<file path="config.mk">
export PLATFORM = sky130hd
export DESIGN_NAME = drbs_refresh_sched
export DESIGN_NICKNAME = d
export VERILOG_FILES = /design/src/rtl/drbs_pkg.sv /design/src/rtl/drbs_bank_timer.sv /design/src/rtl/drbs_refresh_sched.sv
export VERILOG_INCLUDE_DIRS = /design/src /design/src/rtl
export SDC_FILE = /design/constraint.sdc
export NUM_CORES = 1
export LEC_CHECK = 0
export BUFFER_PORTS_ARGS = -buffer_cell sky130_fd_sc_hd__buf_2
export CAP_MARGIN = 20
export CORE_ASPECT_RATIO = 1.1
export CORE_MARGIN = 10
export CORE_UTILIZATION = 40
export CTS_CLUSTER_DIAMETER = 80
export DETAILED_ROUTE_END_ITERATION = 10
export MAX_ROUTING_LAYER = met4
export SLEW_MARGIN = 15
export SYNTH_ARGS = -nofsm -noshare
export SYNTH_HDL_FRONTEND = slang
export SYNTH_SLANG_ARGS = --single-unit
</file>
<file path="constraint.sdc">
create_clock -name clk_i -period 4.2 [get_ports clk_i]
set_clock_uncertainty 0.1 [all_clocks]
set_input_delay 0.42 -clock clk_i [delete_from_list [all_inputs] [get_ports clk_i]]
set_output_delay 0.42 -clock clk_i [all_outputs]
set_load 0.01 [all_outputs]
</file>
<file path="src/rtl/drbs_regs.svh">
// constants of the refresh bank scheduler: command encodings and refresh timings
`ifndef DRBS_REGS_SVH
`define DRBS_REGS_SVH

// ==========================================================================
// command encodings on ca[4:0], all-bank select on ca5, at the first edge, cs high
`define DRBS_REF_CA_CODE 5'h08
`define DRBS_ACT_CA_BIT 0
`define DRBS_PRE_CA_CODE 5'h10
`define DRBS_ALLBANK_CA_BIT 5

// ==========================================================================
// timing in ns and derived cycle counts at 50 ns per clock (least times round up)
`define DRBS_CLK_PERIOD_NS 50
`define DRBS_T_RFCAB_NS 280
`define DRBS_T_RFCPB_NS 140
`define DRBS_RFCAB_CYC ((`DRBS_T_RFCAB_NS + `DRBS_CLK_PERIOD_NS - 1) / `DRBS_CLK_PERIOD_NS)
`define DRBS_RFCPB_CYC ((`DRBS_T_RFCPB_NS + `DRBS_CLK_PERIOD_NS - 1) / `DRBS_CLK_PERIOD_NS)

// ==========================================================================
// reset values and bank count
`define DRBS_BANK_CNT_RST 3'h0
`define DRBS_ROW_CNT_RST 16'h0000
`define DRBS_NUM_BANKS 8

`endif

</file>
<file path="src/rtl/drbs_pkg.sv">
// types shared by the refresh bank scheduler files
package drbs_pkg;
    typedef enum logic [2:0] {
        DRBS_IDLE = 3'b001,
        DRBS_CAP2 = 3'b010,
        DRBS_DONE = 3'b100
    } drbs_dec_state_type;

    typedef enum logic [1:0] {
        DRBS_BK_IDLE = 2'h0,
        DRBS_BK_ACTIVE = 2'h1,
        DRBS_BK_REFRESH = 2'h2
    } drbs_bank_state_type;
endpackage : drbs_pkg

</file>
<file path="src/rtl/drbs_bank_timer.sv">
// per-bank refresh busy timer: holds one bank inaccessible for a cycle count
`timescale 1ns/1ps
`include "drbs_regs.svh"

module drbs_bank_timer (
    input wire logic clk_i,
    input wire logic rst_i,
    input wire logic start_i,
    input wire logic [3:0] count_i,
    output logic busy_o,
    output logic done_o
);
    logic [3:0] cnt_reg;

    always_ff @(posedge clk_i or posedge rst_i) begin
        if (rst_i) begin
            cnt_reg <= 4'h0;
            busy_o <= 1'b0;
            done_o <= 1'b0;
        end else begin
            done_o <= 1'b0;
            if (start_i) begin
                cnt_reg <= count_i;
                busy_o <= 1'b1;
            end else if (busy_o) begin
                if (cnt_reg == 4'h1) begin
                    busy_o <= 1'b0;
                    done_o <= 1'b1;
                end
                cnt_reg <= cnt_reg - 4'h1;
            end
        end
    end
endmodule : drbs_bank_timer

</file>
<file path="src/rtl/drbs_refresh_sched.sv">
// device-side refresh bookkeeping: command decode, bank and row counters, bank states
`timescale 1ns/1ps
`include "drbs_regs.svh"

// Overview of operation
// RQ1 - controller refreshes only idle banks; all-bank refresh never with any row open
// RQ2 - controller mirrors the bank count of each per-bank refresh
// RQ3 - per-bank refresh waits all-bank cycle time after the last all-bank refresh
// RQ4 - per-bank refresh waits per-bank cycle time after the last per-bank refresh
// RQ5 - per-bank refresh waits precharge period and activate-to-activate delay
// RQ6 - only the target bank is inaccessible during its per-bank refresh
// RQ7 - refreshed bank returns to idle when its per-bank cycle ends
// RQ8 - all-bank refresh waits per-bank cycle time after a per-bank refresh
// RQ9 - activate to same bank waits per-bank cycle time after its refresh
// RQ10 - activate to other bank waits activate-to-activate delay after per-bank refresh
// RQ11 - next per-bank refresh waits per-bank cycle time
// RQ12 - all banks idle before an all-bank refresh
// RQ13 - all-bank refresh clears the per-bank refresh counter
// RQ14 - all-bank refresh waits all-bank, per-bank and precharge times
// RQ15 - all banks idle when the all-bank refresh cycle completes
// RQ16 - activate waits all-bank cycle time after all-bank refresh
// RQ17 - any refresh waits all-bank cycle time after all-bank refresh
// RQ18 - bank counter cleared on reset, self-refresh exit and all-bank refresh
// RQ19 - 3-bit bank counter wraps 7 to 0; row counter advances after eight
// RQ20 - refresh code: cs high, ca0-4 low low low high low, ca5 selects all-bank
// RQ21 - per-bank target bank bits 0..2 on ca0..ca2 at the second edge
// RQ22 - controller refreshes each of eight banks once before repeating any
// RQ23 - all-bank refresh at nonzero count clears it; next refresh uses row plus one
module drbs_refresh_sched (
    input wire logic clk_i,
    input wire logic rst_i,
    input wire logic cs_i,
    input wire logic [5:0] ca_i,
    input wire logic self_refresh_exit_i,
    output logic [2:0] bank_count_o,
    output logic [15:0] row_count_o,
    output logic [7:0] bank_busy_o,
    output logic [7:0] bank_active_o,
    output logic all_bank_busy_o,
    output logic refresh_done_o
);
    drbs_pkg::drbs_dec_state_type dec_reg;
    logic per_bank_pend_reg;
    logic [2:0] bank_count_reg;
    logic [15:0] row_count_reg;
    logic [2:0] target_bank_reg;
    logic [7:0] pb_start;
    logic [7:0] pb_busy;
    logic [7:0] pb_done;
    logic [3:0] ab_cnt_reg;
    logic per_bank_refresh_cmd;
    logic all_bank_refresh_cmd;
    logic ref_first;
    logic act_first;
    logic pre_first;

    // ======================================================================
    // first-edge decode; second edge of a two-edge command is captured below
    assign ref_first = cs_i && (ca_i[4:0] == `DRBS_REF_CA_CODE)
        && (dec_reg == drbs_pkg::DRBS_IDLE); // [RQ20]
    assign act_first = cs_i && ca_i[`DRBS_ACT_CA_BIT] && (dec_reg == drbs_pkg::DRBS_IDLE);
    assign pre_first = cs_i && (ca_i[4:0] == `DRBS_PRE_CA_CODE)
        && (dec_reg == drbs_pkg::DRBS_IDLE);
    assign all_bank_refresh_cmd = ref_first && ca_i[`DRBS_ALLBANK_CA_BIT]; // [RQ20]
    assign per_bank_refresh_cmd = (dec_reg == drbs_pkg::DRBS_CAP2) && per_bank_pend_reg;

    // ======================================================================
    // two-edge command tracker
    always_ff @(posedge clk_i or posedge rst_i) begin
        if (rst_i) begin
            dec_reg <= drbs_pkg::DRBS_IDLE;
            per_bank_pend_reg <= 1'b0;
        end else begin
            case (dec_reg)
                drbs_pkg::DRBS_IDLE: begin
                    if (ref_first || act_first || pre_first) begin
                        dec_reg <= drbs_pkg::DRBS_CAP2;
                        per_bank_pend_reg <= ref_first && !ca_i[`DRBS_ALLBANK_CA_BIT];
                    end
                end
                drbs_pkg::DRBS_CAP2: begin
                    dec_reg <= drbs_pkg::DRBS_DONE;
                    per_bank_pend_reg <= 1'b0;
                end
                default: begin
                    dec_reg <= drbs_pkg::DRBS_IDLE;
                end
            endcase
        end
    end

    // ======================================================================
    // bank counter and row counter; self-refresh exit takes priority, then all-bank refresh
    always_ff @(posedge clk_i or posedge rst_i) begin
        if (rst_i) begin
            bank_count_reg <= `DRBS_BANK_CNT_RST; // [RQ18]
            row_count_reg <= `DRBS_ROW_CNT_RST;
        end else if (self_refresh_exit_i) begin
            bank_count_reg <= `DRBS_BANK_CNT_RST; // [RQ18]
        end else if (all_bank_refresh_cmd) begin
            // refreshes at the current row, so the next refresh sees row plus one
            bank_count_reg <= `DRBS_BANK_CNT_RST; // [RQ13] [RQ23]
            row_count_reg <= row_count_reg + 16'h0001; // [RQ23]
        end else if (per_bank_refresh_cmd) begin
            bank_count_reg <= bank_count_reg + 3'h1; // [RQ19]
            if (bank_count_reg == 3'h7) begin
                row_count_reg <= row_count_reg + 16'h0001; // [RQ19]
            end
        end
    end

    // ======================================================================
    // target bank from ca0..ca2 on the second edge
    always_ff @(posedge clk_i or posedge rst_i) begin
        if (rst_i) begin
            target_bank_reg <= 3'h0;
        end else if (per_bank_refresh_cmd) begin
            target_bank_reg <= {ca_i[2], ca_i[1], ca_i[0]}; // [RQ21]
        end
    end

    // ======================================================================
    // per-bank busy timers; only the addressed bank goes inaccessible
    for (genvar b = 0; b < `DRBS_NUM_BANKS; b++) begin : g_bank
        assign pb_start[b] = per_bank_refresh_cmd && (ca_i[2:0] == 3'(b)); // [RQ6]
        drbs_bank_timer u_timer (
            .clk_i(clk_i),
            .rst_i(rst_i),
            .start_i(pb_start[b]),
            .count_i(4'(`DRBS_RFCPB_CYC)),
            .busy_o(pb_busy[b]),
            .done_o(pb_done[b])
        );
    end

    // ======================================================================
    // all-bank refresh busy time
    always_ff @(posedge clk_i or posedge rst_i) begin
        if (rst_i) begin
            ab_cnt_reg <= 4'h0;
        end else if (all_bank_refresh_cmd) begin
            ab_cnt_reg <= 4'(`DRBS_RFCAB_CYC);
        end else if (ab_cnt_reg != 4'h0) begin
            ab_cnt_reg <= ab_cnt_reg - 4'h1;
        end
    end

    // ======================================================================
    // bank open state: rows are not tracked, so only refresh can idle a bank
    // activates and precharges merely hold the decoder for their second edge
    always_ff @(posedge clk_i or posedge rst_i) begin
        if (rst_i) begin
            bank_active_o <= 8'h00;
        end else if (all_bank_refresh_cmd) begin
            bank_active_o <= 8'h00; // [RQ15]
        end else if (dec_reg == drbs_pkg::DRBS_CAP2 && !per_bank_pend_reg) begin
            bank_active_o <= bank_active_o & ~pb_done;
        end else begin
            bank_active_o <= (bank_active_o & ~pb_done & ~pb_start); // [RQ7]
        end
    end

    // ======================================================================
    // registered status outputs
    always_ff @(posedge clk_i or posedge rst_i) begin
        if (rst_i) begin
            bank_count_o <= 3'h0;
            row_count_o <= 16'h0000;
            bank_busy_o <= 8'h00;
            all_bank_busy_o <= 1'b0;
            refresh_done_o <= 1'b0;
        end else begin
            bank_count_o <= bank_count_reg;
            row_count_o <= row_count_reg;
            bank_busy_o <= pb_busy | {8{ab_cnt_reg != 4'h0}}; // [RQ6]
            all_bank_busy_o <= (ab_cnt_reg != 4'h0);
            // all-bank done pulses in its last busy cycle, one ahead of the flag
            refresh_done_o <= (|pb_done) || (ab_cnt_reg == 4'h1); // [RQ7] [RQ15]
        end
    end

    // ======================================================================
    // checks
    a_bank_cnt_clear: assert property (@(posedge clk_i) disable iff (rst_i) // [RQ13] [RQ18]
        (all_bank_refresh_cmd || self_refresh_exit_i) |=> bank_count_reg == 3'h0)
        else $error("bank counter not cleared");
    a_bank_cnt_wrap: assert property (@(posedge clk_i) disable iff (rst_i) // [RQ19]
        (per_bank_refresh_cmd && !self_refresh_exit_i && bank_count_reg == 3'h7)
        |=> bank_count_reg == 3'h0 && row_count_reg == $past(row_count_reg) + 16'h0001)
        else $error("bank counter wrap or row advance wrong");
    a_bank_cnt_step: assert property (@(posedge clk_i) disable iff (rst_i) // [RQ19]
        (per_bank_refresh_cmd && !self_refresh_exit_i)
        |=> bank_count_reg == $past(bank_count_reg) + 3'h1)
        else $error("bank counter did not step");
    a_row_hold: assert property (@(posedge clk_i) disable iff (rst_i) // [RQ19]
        (per_bank_refresh_cmd && !self_refresh_exit_i && bank_count_reg != 3'h7)
        |=> row_count_reg == $past(row_count_reg))
        else $error("row counter moved before the eighth bank");
    a_only_target: assert property (@(posedge clk_i) disable iff (rst_i) // [RQ6]
        per_bank_refresh_cmd
        |=> pb_busy[target_bank_reg] && $countones(pb_busy & ~$past(pb_busy)) <= 1)
        else $error("refresh did not fence off just its target bank");
    a_busy_out: assert property (@(posedge clk_i) disable iff (rst_i) // [RQ6]
        per_bank_refresh_cmd |=> ##1 bank_busy_o[target_bank_reg])
        else $error("target bank not flagged inaccessible");
    a_pb_busy_len: assert property (@(posedge clk_i) disable iff (rst_i) // [RQ7]
        $rose(pb_busy[0]) |-> pb_busy[0] [*3] ##1 !pb_busy[0])
        else $error("bank 0 busy length wrong");
    a_pb_done: assert property (@(posedge clk_i) disable iff (rst_i) // [RQ7]
        $fell(pb_busy[0]) |=> refresh_done_o)
        else $error("no done pulse after bank 0 refresh");
    a_ab_row: assert property (@(posedge clk_i) disable iff (rst_i) // [RQ23]
        (all_bank_refresh_cmd && !self_refresh_exit_i)
        |=> row_count_reg == $past(row_count_reg) + 16'h0001)
        else $error("row not advanced after all-bank refresh");
    a_ab_idle: assert property (@(posedge clk_i) disable iff (rst_i) // [RQ15]
        all_bank_refresh_cmd |=> bank_active_o == 8'h00)
        else $error("banks not idle after all-bank refresh");
    a_ab_busy: assert property (@(posedge clk_i) disable iff (rst_i) // [RQ15]
        all_bank_refresh_cmd |=> ##1 all_bank_busy_o [*6] ##1 !all_bank_busy_o)
        else $error("all-bank busy length wrong");
    a_ab_done: assert property (@(posedge clk_i) disable iff (rst_i) // [RQ15]
        all_bank_refresh_cmd |=> ##6 refresh_done_o)
        else $error("no done pulse after all-bank refresh");
endmodule : drbs_refresh_sched

</file>
==> summary.md <==
| Metric | Value |
|---|---|
| Die height | `136 um` |
| Post-Syn Area | `4930 sq um` |
| Final Cycle Share | `53.5%` |
| Die area | `17,200 sq um` |
| Root Buffer | `clkbuf_16` |
| Setup-failing EPs final | `0` |
| DRT iter0 DRCs | `141` |
| Dominant synthesized flop cell | `dfrtp_1` |
| CP required | `4.33 ns` |
| Simple-Gate Fraction of Synth Area | `21.7%` |
| Nature of the critical path startpoint | `flip-flop` |
| Power Total | `0.00297 W` |
| Sink Count | `112` |
| All-Layer GR Usage | `11.8%` |
| Share of cells above drive strength 1 | `20.0%` |
| Non-Filler Instances | `630` |
| Syn. warnings | `0` |
| First-pass GRT wire length | `16,000 um` |
| DRT antenna net count | `0` |
| Total iterations of the first detailed-routing run | `4` |
| Pwr/cell area | `534 nW/um^2` |
| Number of remaining DRC errors | `0` |
| Post-synth EDFFs | `0` |
| Slowest stage delay, CP | `0.70 ns` |
| Outcome | `complete, no violations` |
| Via-per-instance ratio | `4.88` |
| Post-Place Cell Area | `5280 sq um` |
| IO buf count | `46` |
| Clock latency on the worst-skew pair | `0.34 ns` |
| Post-CTS setup repair buffer count | `0` |
| Htree depth | `3` |
| Synth Instances | `428` |
| Clock Pin Slew Worst Setup and Hold Paths | `0.07 ns` |
| Commonest cells in the netlist | `dfrtp_1, nand2_1, nor2_1, xnor2_1, ha_1` |
| Grt ovf | `0` |
| Async SR Flop Fraction | `100%` |
| Die X | `126 um` |
| Slowest cell on the critical path | `nor3b_4` |
| Vias in the first global route | `3,140` |
| Leakage Power | `2.71 nW` |
| Area occupied by multi-input gates | `1970 sq um` |
| Worst IR drop on VDD | `0.000257 V` |
| Final count of pins violating max slew | `0` |
| Synth Area per Inst | `11.5 sq um` |
| Yosys cell types | `45` |
| Synth-to-Final Area Change | `12.8%` |
| Row cnt | `42` |
| Post-synthesis mux area share | `0.635%` |
| CTS Hold Bufs | `0` |
| Cell breakdown of the critical path | `nand4bb_1, nor3b_4, o2111ai_1, xnor2_1` |
| FF+latch count, synth | `112` |
| Data arrival time of the critical path | `2.37 ns` |
| Worst Path Buf+Inv | `0` |
| Endpoints failing hold | `0` |
| Core area | `12,000 sq um` |
| RSZ-0062 raised after global routing | `false` |
| Antenna violations before repair | `1` |
| # IOs | `47` |
| Final #Nets | `503` |
| Post-synthesis sequential area ratio | `56.9%` |
| Post-synth top area cell | `dfrtp_1` |
| Syn Nets | `460` |
| Max FFs per register | `32` |
| Total wire length | `9560 um` |
| Most frequent cell after synthesis | `dfrtp_1` |
| Largest net degree at the start of global routing | `53` |
| Placed insts | `614` |
| CTS tree | `built` |
| Yosys top cell area share | `56.4%` |
| CP Max Fanout | `11` |
| Crit path max-delay family | `simple AND/OR/NAND/NOR gates` |
| Largest family of logic cells by synthesized area | `simple AND/OR/NAND/NOR gates` |
| Max Clk Rate | `0.445 GHz` |
| Ranking of synthesized cells by area | `dfrtp_1, ha_1, nand2_1` |
| Setup TNS | `0 ns` |
| Core Util, Final | `46.2%` |
| Final instance area | `5560 sq um` |
| Layout fillers | `1,114` |
| Post-CTS sizing | `0` |
| Slew margin rel. | `41.4%` |
| Minimum clock period | `2.25 ns` |
| Initial Util | `40.9%` |
| Drt wl/cell | `15.2 um` |
| Register area | `2800 sq um` |
| Clock buffer count from CTS | `9` |
| Post-synthesis compound-gate area fraction | `4.49%` |
| Hpwl dp | `6930 um` |
| Worst setup path class | `flip-flop to flip-flop` |
| Post-Synth XOR/XNOR Area | `7.47%` |
| DR vias | `3,076` |
| Worst setup EP type | `flip-flop` |
| Max-cap violations | `0` |
| GP Congestion | `0.764` |
| Worst Max-Slew Pin Slew | `0.879 ns` |
| Clock buffer depth | `2` |
| Post-Synth Adder-Cell Area | `5.59%` |
| Hold WC Path Type | `input port to asynchronous set/reset pin` |
## through the flow
stage	hold WS (ns)	worst slack, ns
2_1_floorplan	0.273	0.723
3_3_place_gp	0.295	2.06
3_5_place_dp	0.293	1.98
4_1_cts	0.0903	1.97
5_1_grt	0.119	1.83
6_report	0.0617	1.95
## worst register-to-register path: cells and delay by family (launching register included)
family                    cells  cell delay [ns]
DFF                           1             0.41
xor gates and xnor gates      1             0.17
AOI/OAI and AO/OA             1             0.25
and+or+nand+nor               2             1.20
## layer usage
| layer | GRT usage, % | share of wire, % | vias to the layer above |
|---|---|---|---|
| li1 | - | - | 1505 |
| met1 | 15.4 | 50 | 1503 |
| met2 | 17.6 | 44 | 51 |
| met3 | 2.77 | 3.6 | 17 |
| met4 | 4.68 | 2.2 | 0 |
| met5 | - | 0 | - |
## worst paths after layout
| kind | start | end | slack, ns | cells after the start |
|---|---|---|---|---|
| hold reg to reg | row_count_reg[15] | row_count_o[15] | 0.30 | 0 |
| hold / removal | rst_i | g_bank[6].u_timer.cnt_reg[0] | 0.06 | 2 |
| max in group asynchronous | rst_i | bank_active_o[1] | 3.04 | 3 |
| setup / recovery | dec_reg[2] | row_count_reg[12] | 1.95 | 4 |
| min in group clk_i | self_refresh_exit_i | bank_count_reg[1] | 0.25 | 2 |
| setup reg to reg | dec_reg[2] | row_count_reg[12] | 1.95 | 4 |
## layout by cell type (no fill, tap or decap), types with 2 or more instances in the layout
cell type	instances
mux2i_1	2
or2_2	9
clkinv_4	2
and4_1	4
buf_2	46
and2_1	2
clkbuf_16	9
a21oi_1	5
xnor2_1	28
nor3_2	2
o21ai_1	2
o211ai_2	5
nor4_1	3
and3_1	4
nor4b_4	4
nor3b_1	9
nor2b_1	3
inv_1	18
nor3_1	6
nor4b_1	11
xor2_1	14
o21ai_0	10
o2111ai_2	3
nand4_1	4
clkinvlp_4	4
buf_4	2
nand2b_1	3
nand3_1	7
nand2_1	69
dfrtp_1	111
ha_1	22
nor2_1	35
nor3b_2	2
## layout make-up
type / count / area share [%]
Clock buffer: 9 / 4.05
Inverter: 19 / 1.33
Tap cell: 154 / 3.47
Antenna cell: 1 / 0.0450
Clock inverter: 6 / 0.855
Sequential cell: 112 / 50.5
Multi-Input combinational cell: 281 / 35.4
Timing Repair Buffer: 48 / 4.41
## cell families after synthesis
kind of cell / Yosys count
compound gates: 28
xor+xnor: 42
fa+ha+maj: 22
buf+inv: 35
flops: 112
mux: 3
simple gates: 186
## power by group
| group | leakage (nW) | internal, W | switching [W] | total [W] |
|---|---|---|---|---|
| logic | 1.15 | 0.000312 | 0.000334 | 0.000646 |
| registers | 1.44 | 0.00132 | 0.000216 | 0.00153 |
| clock network | 0.120 | 0.000401 | 0.000387 | 0.000788 |
| total | 2.71 | 0.00203 | 0.000937 | 0.00297 |
Power figures use the tool's default switching activity.
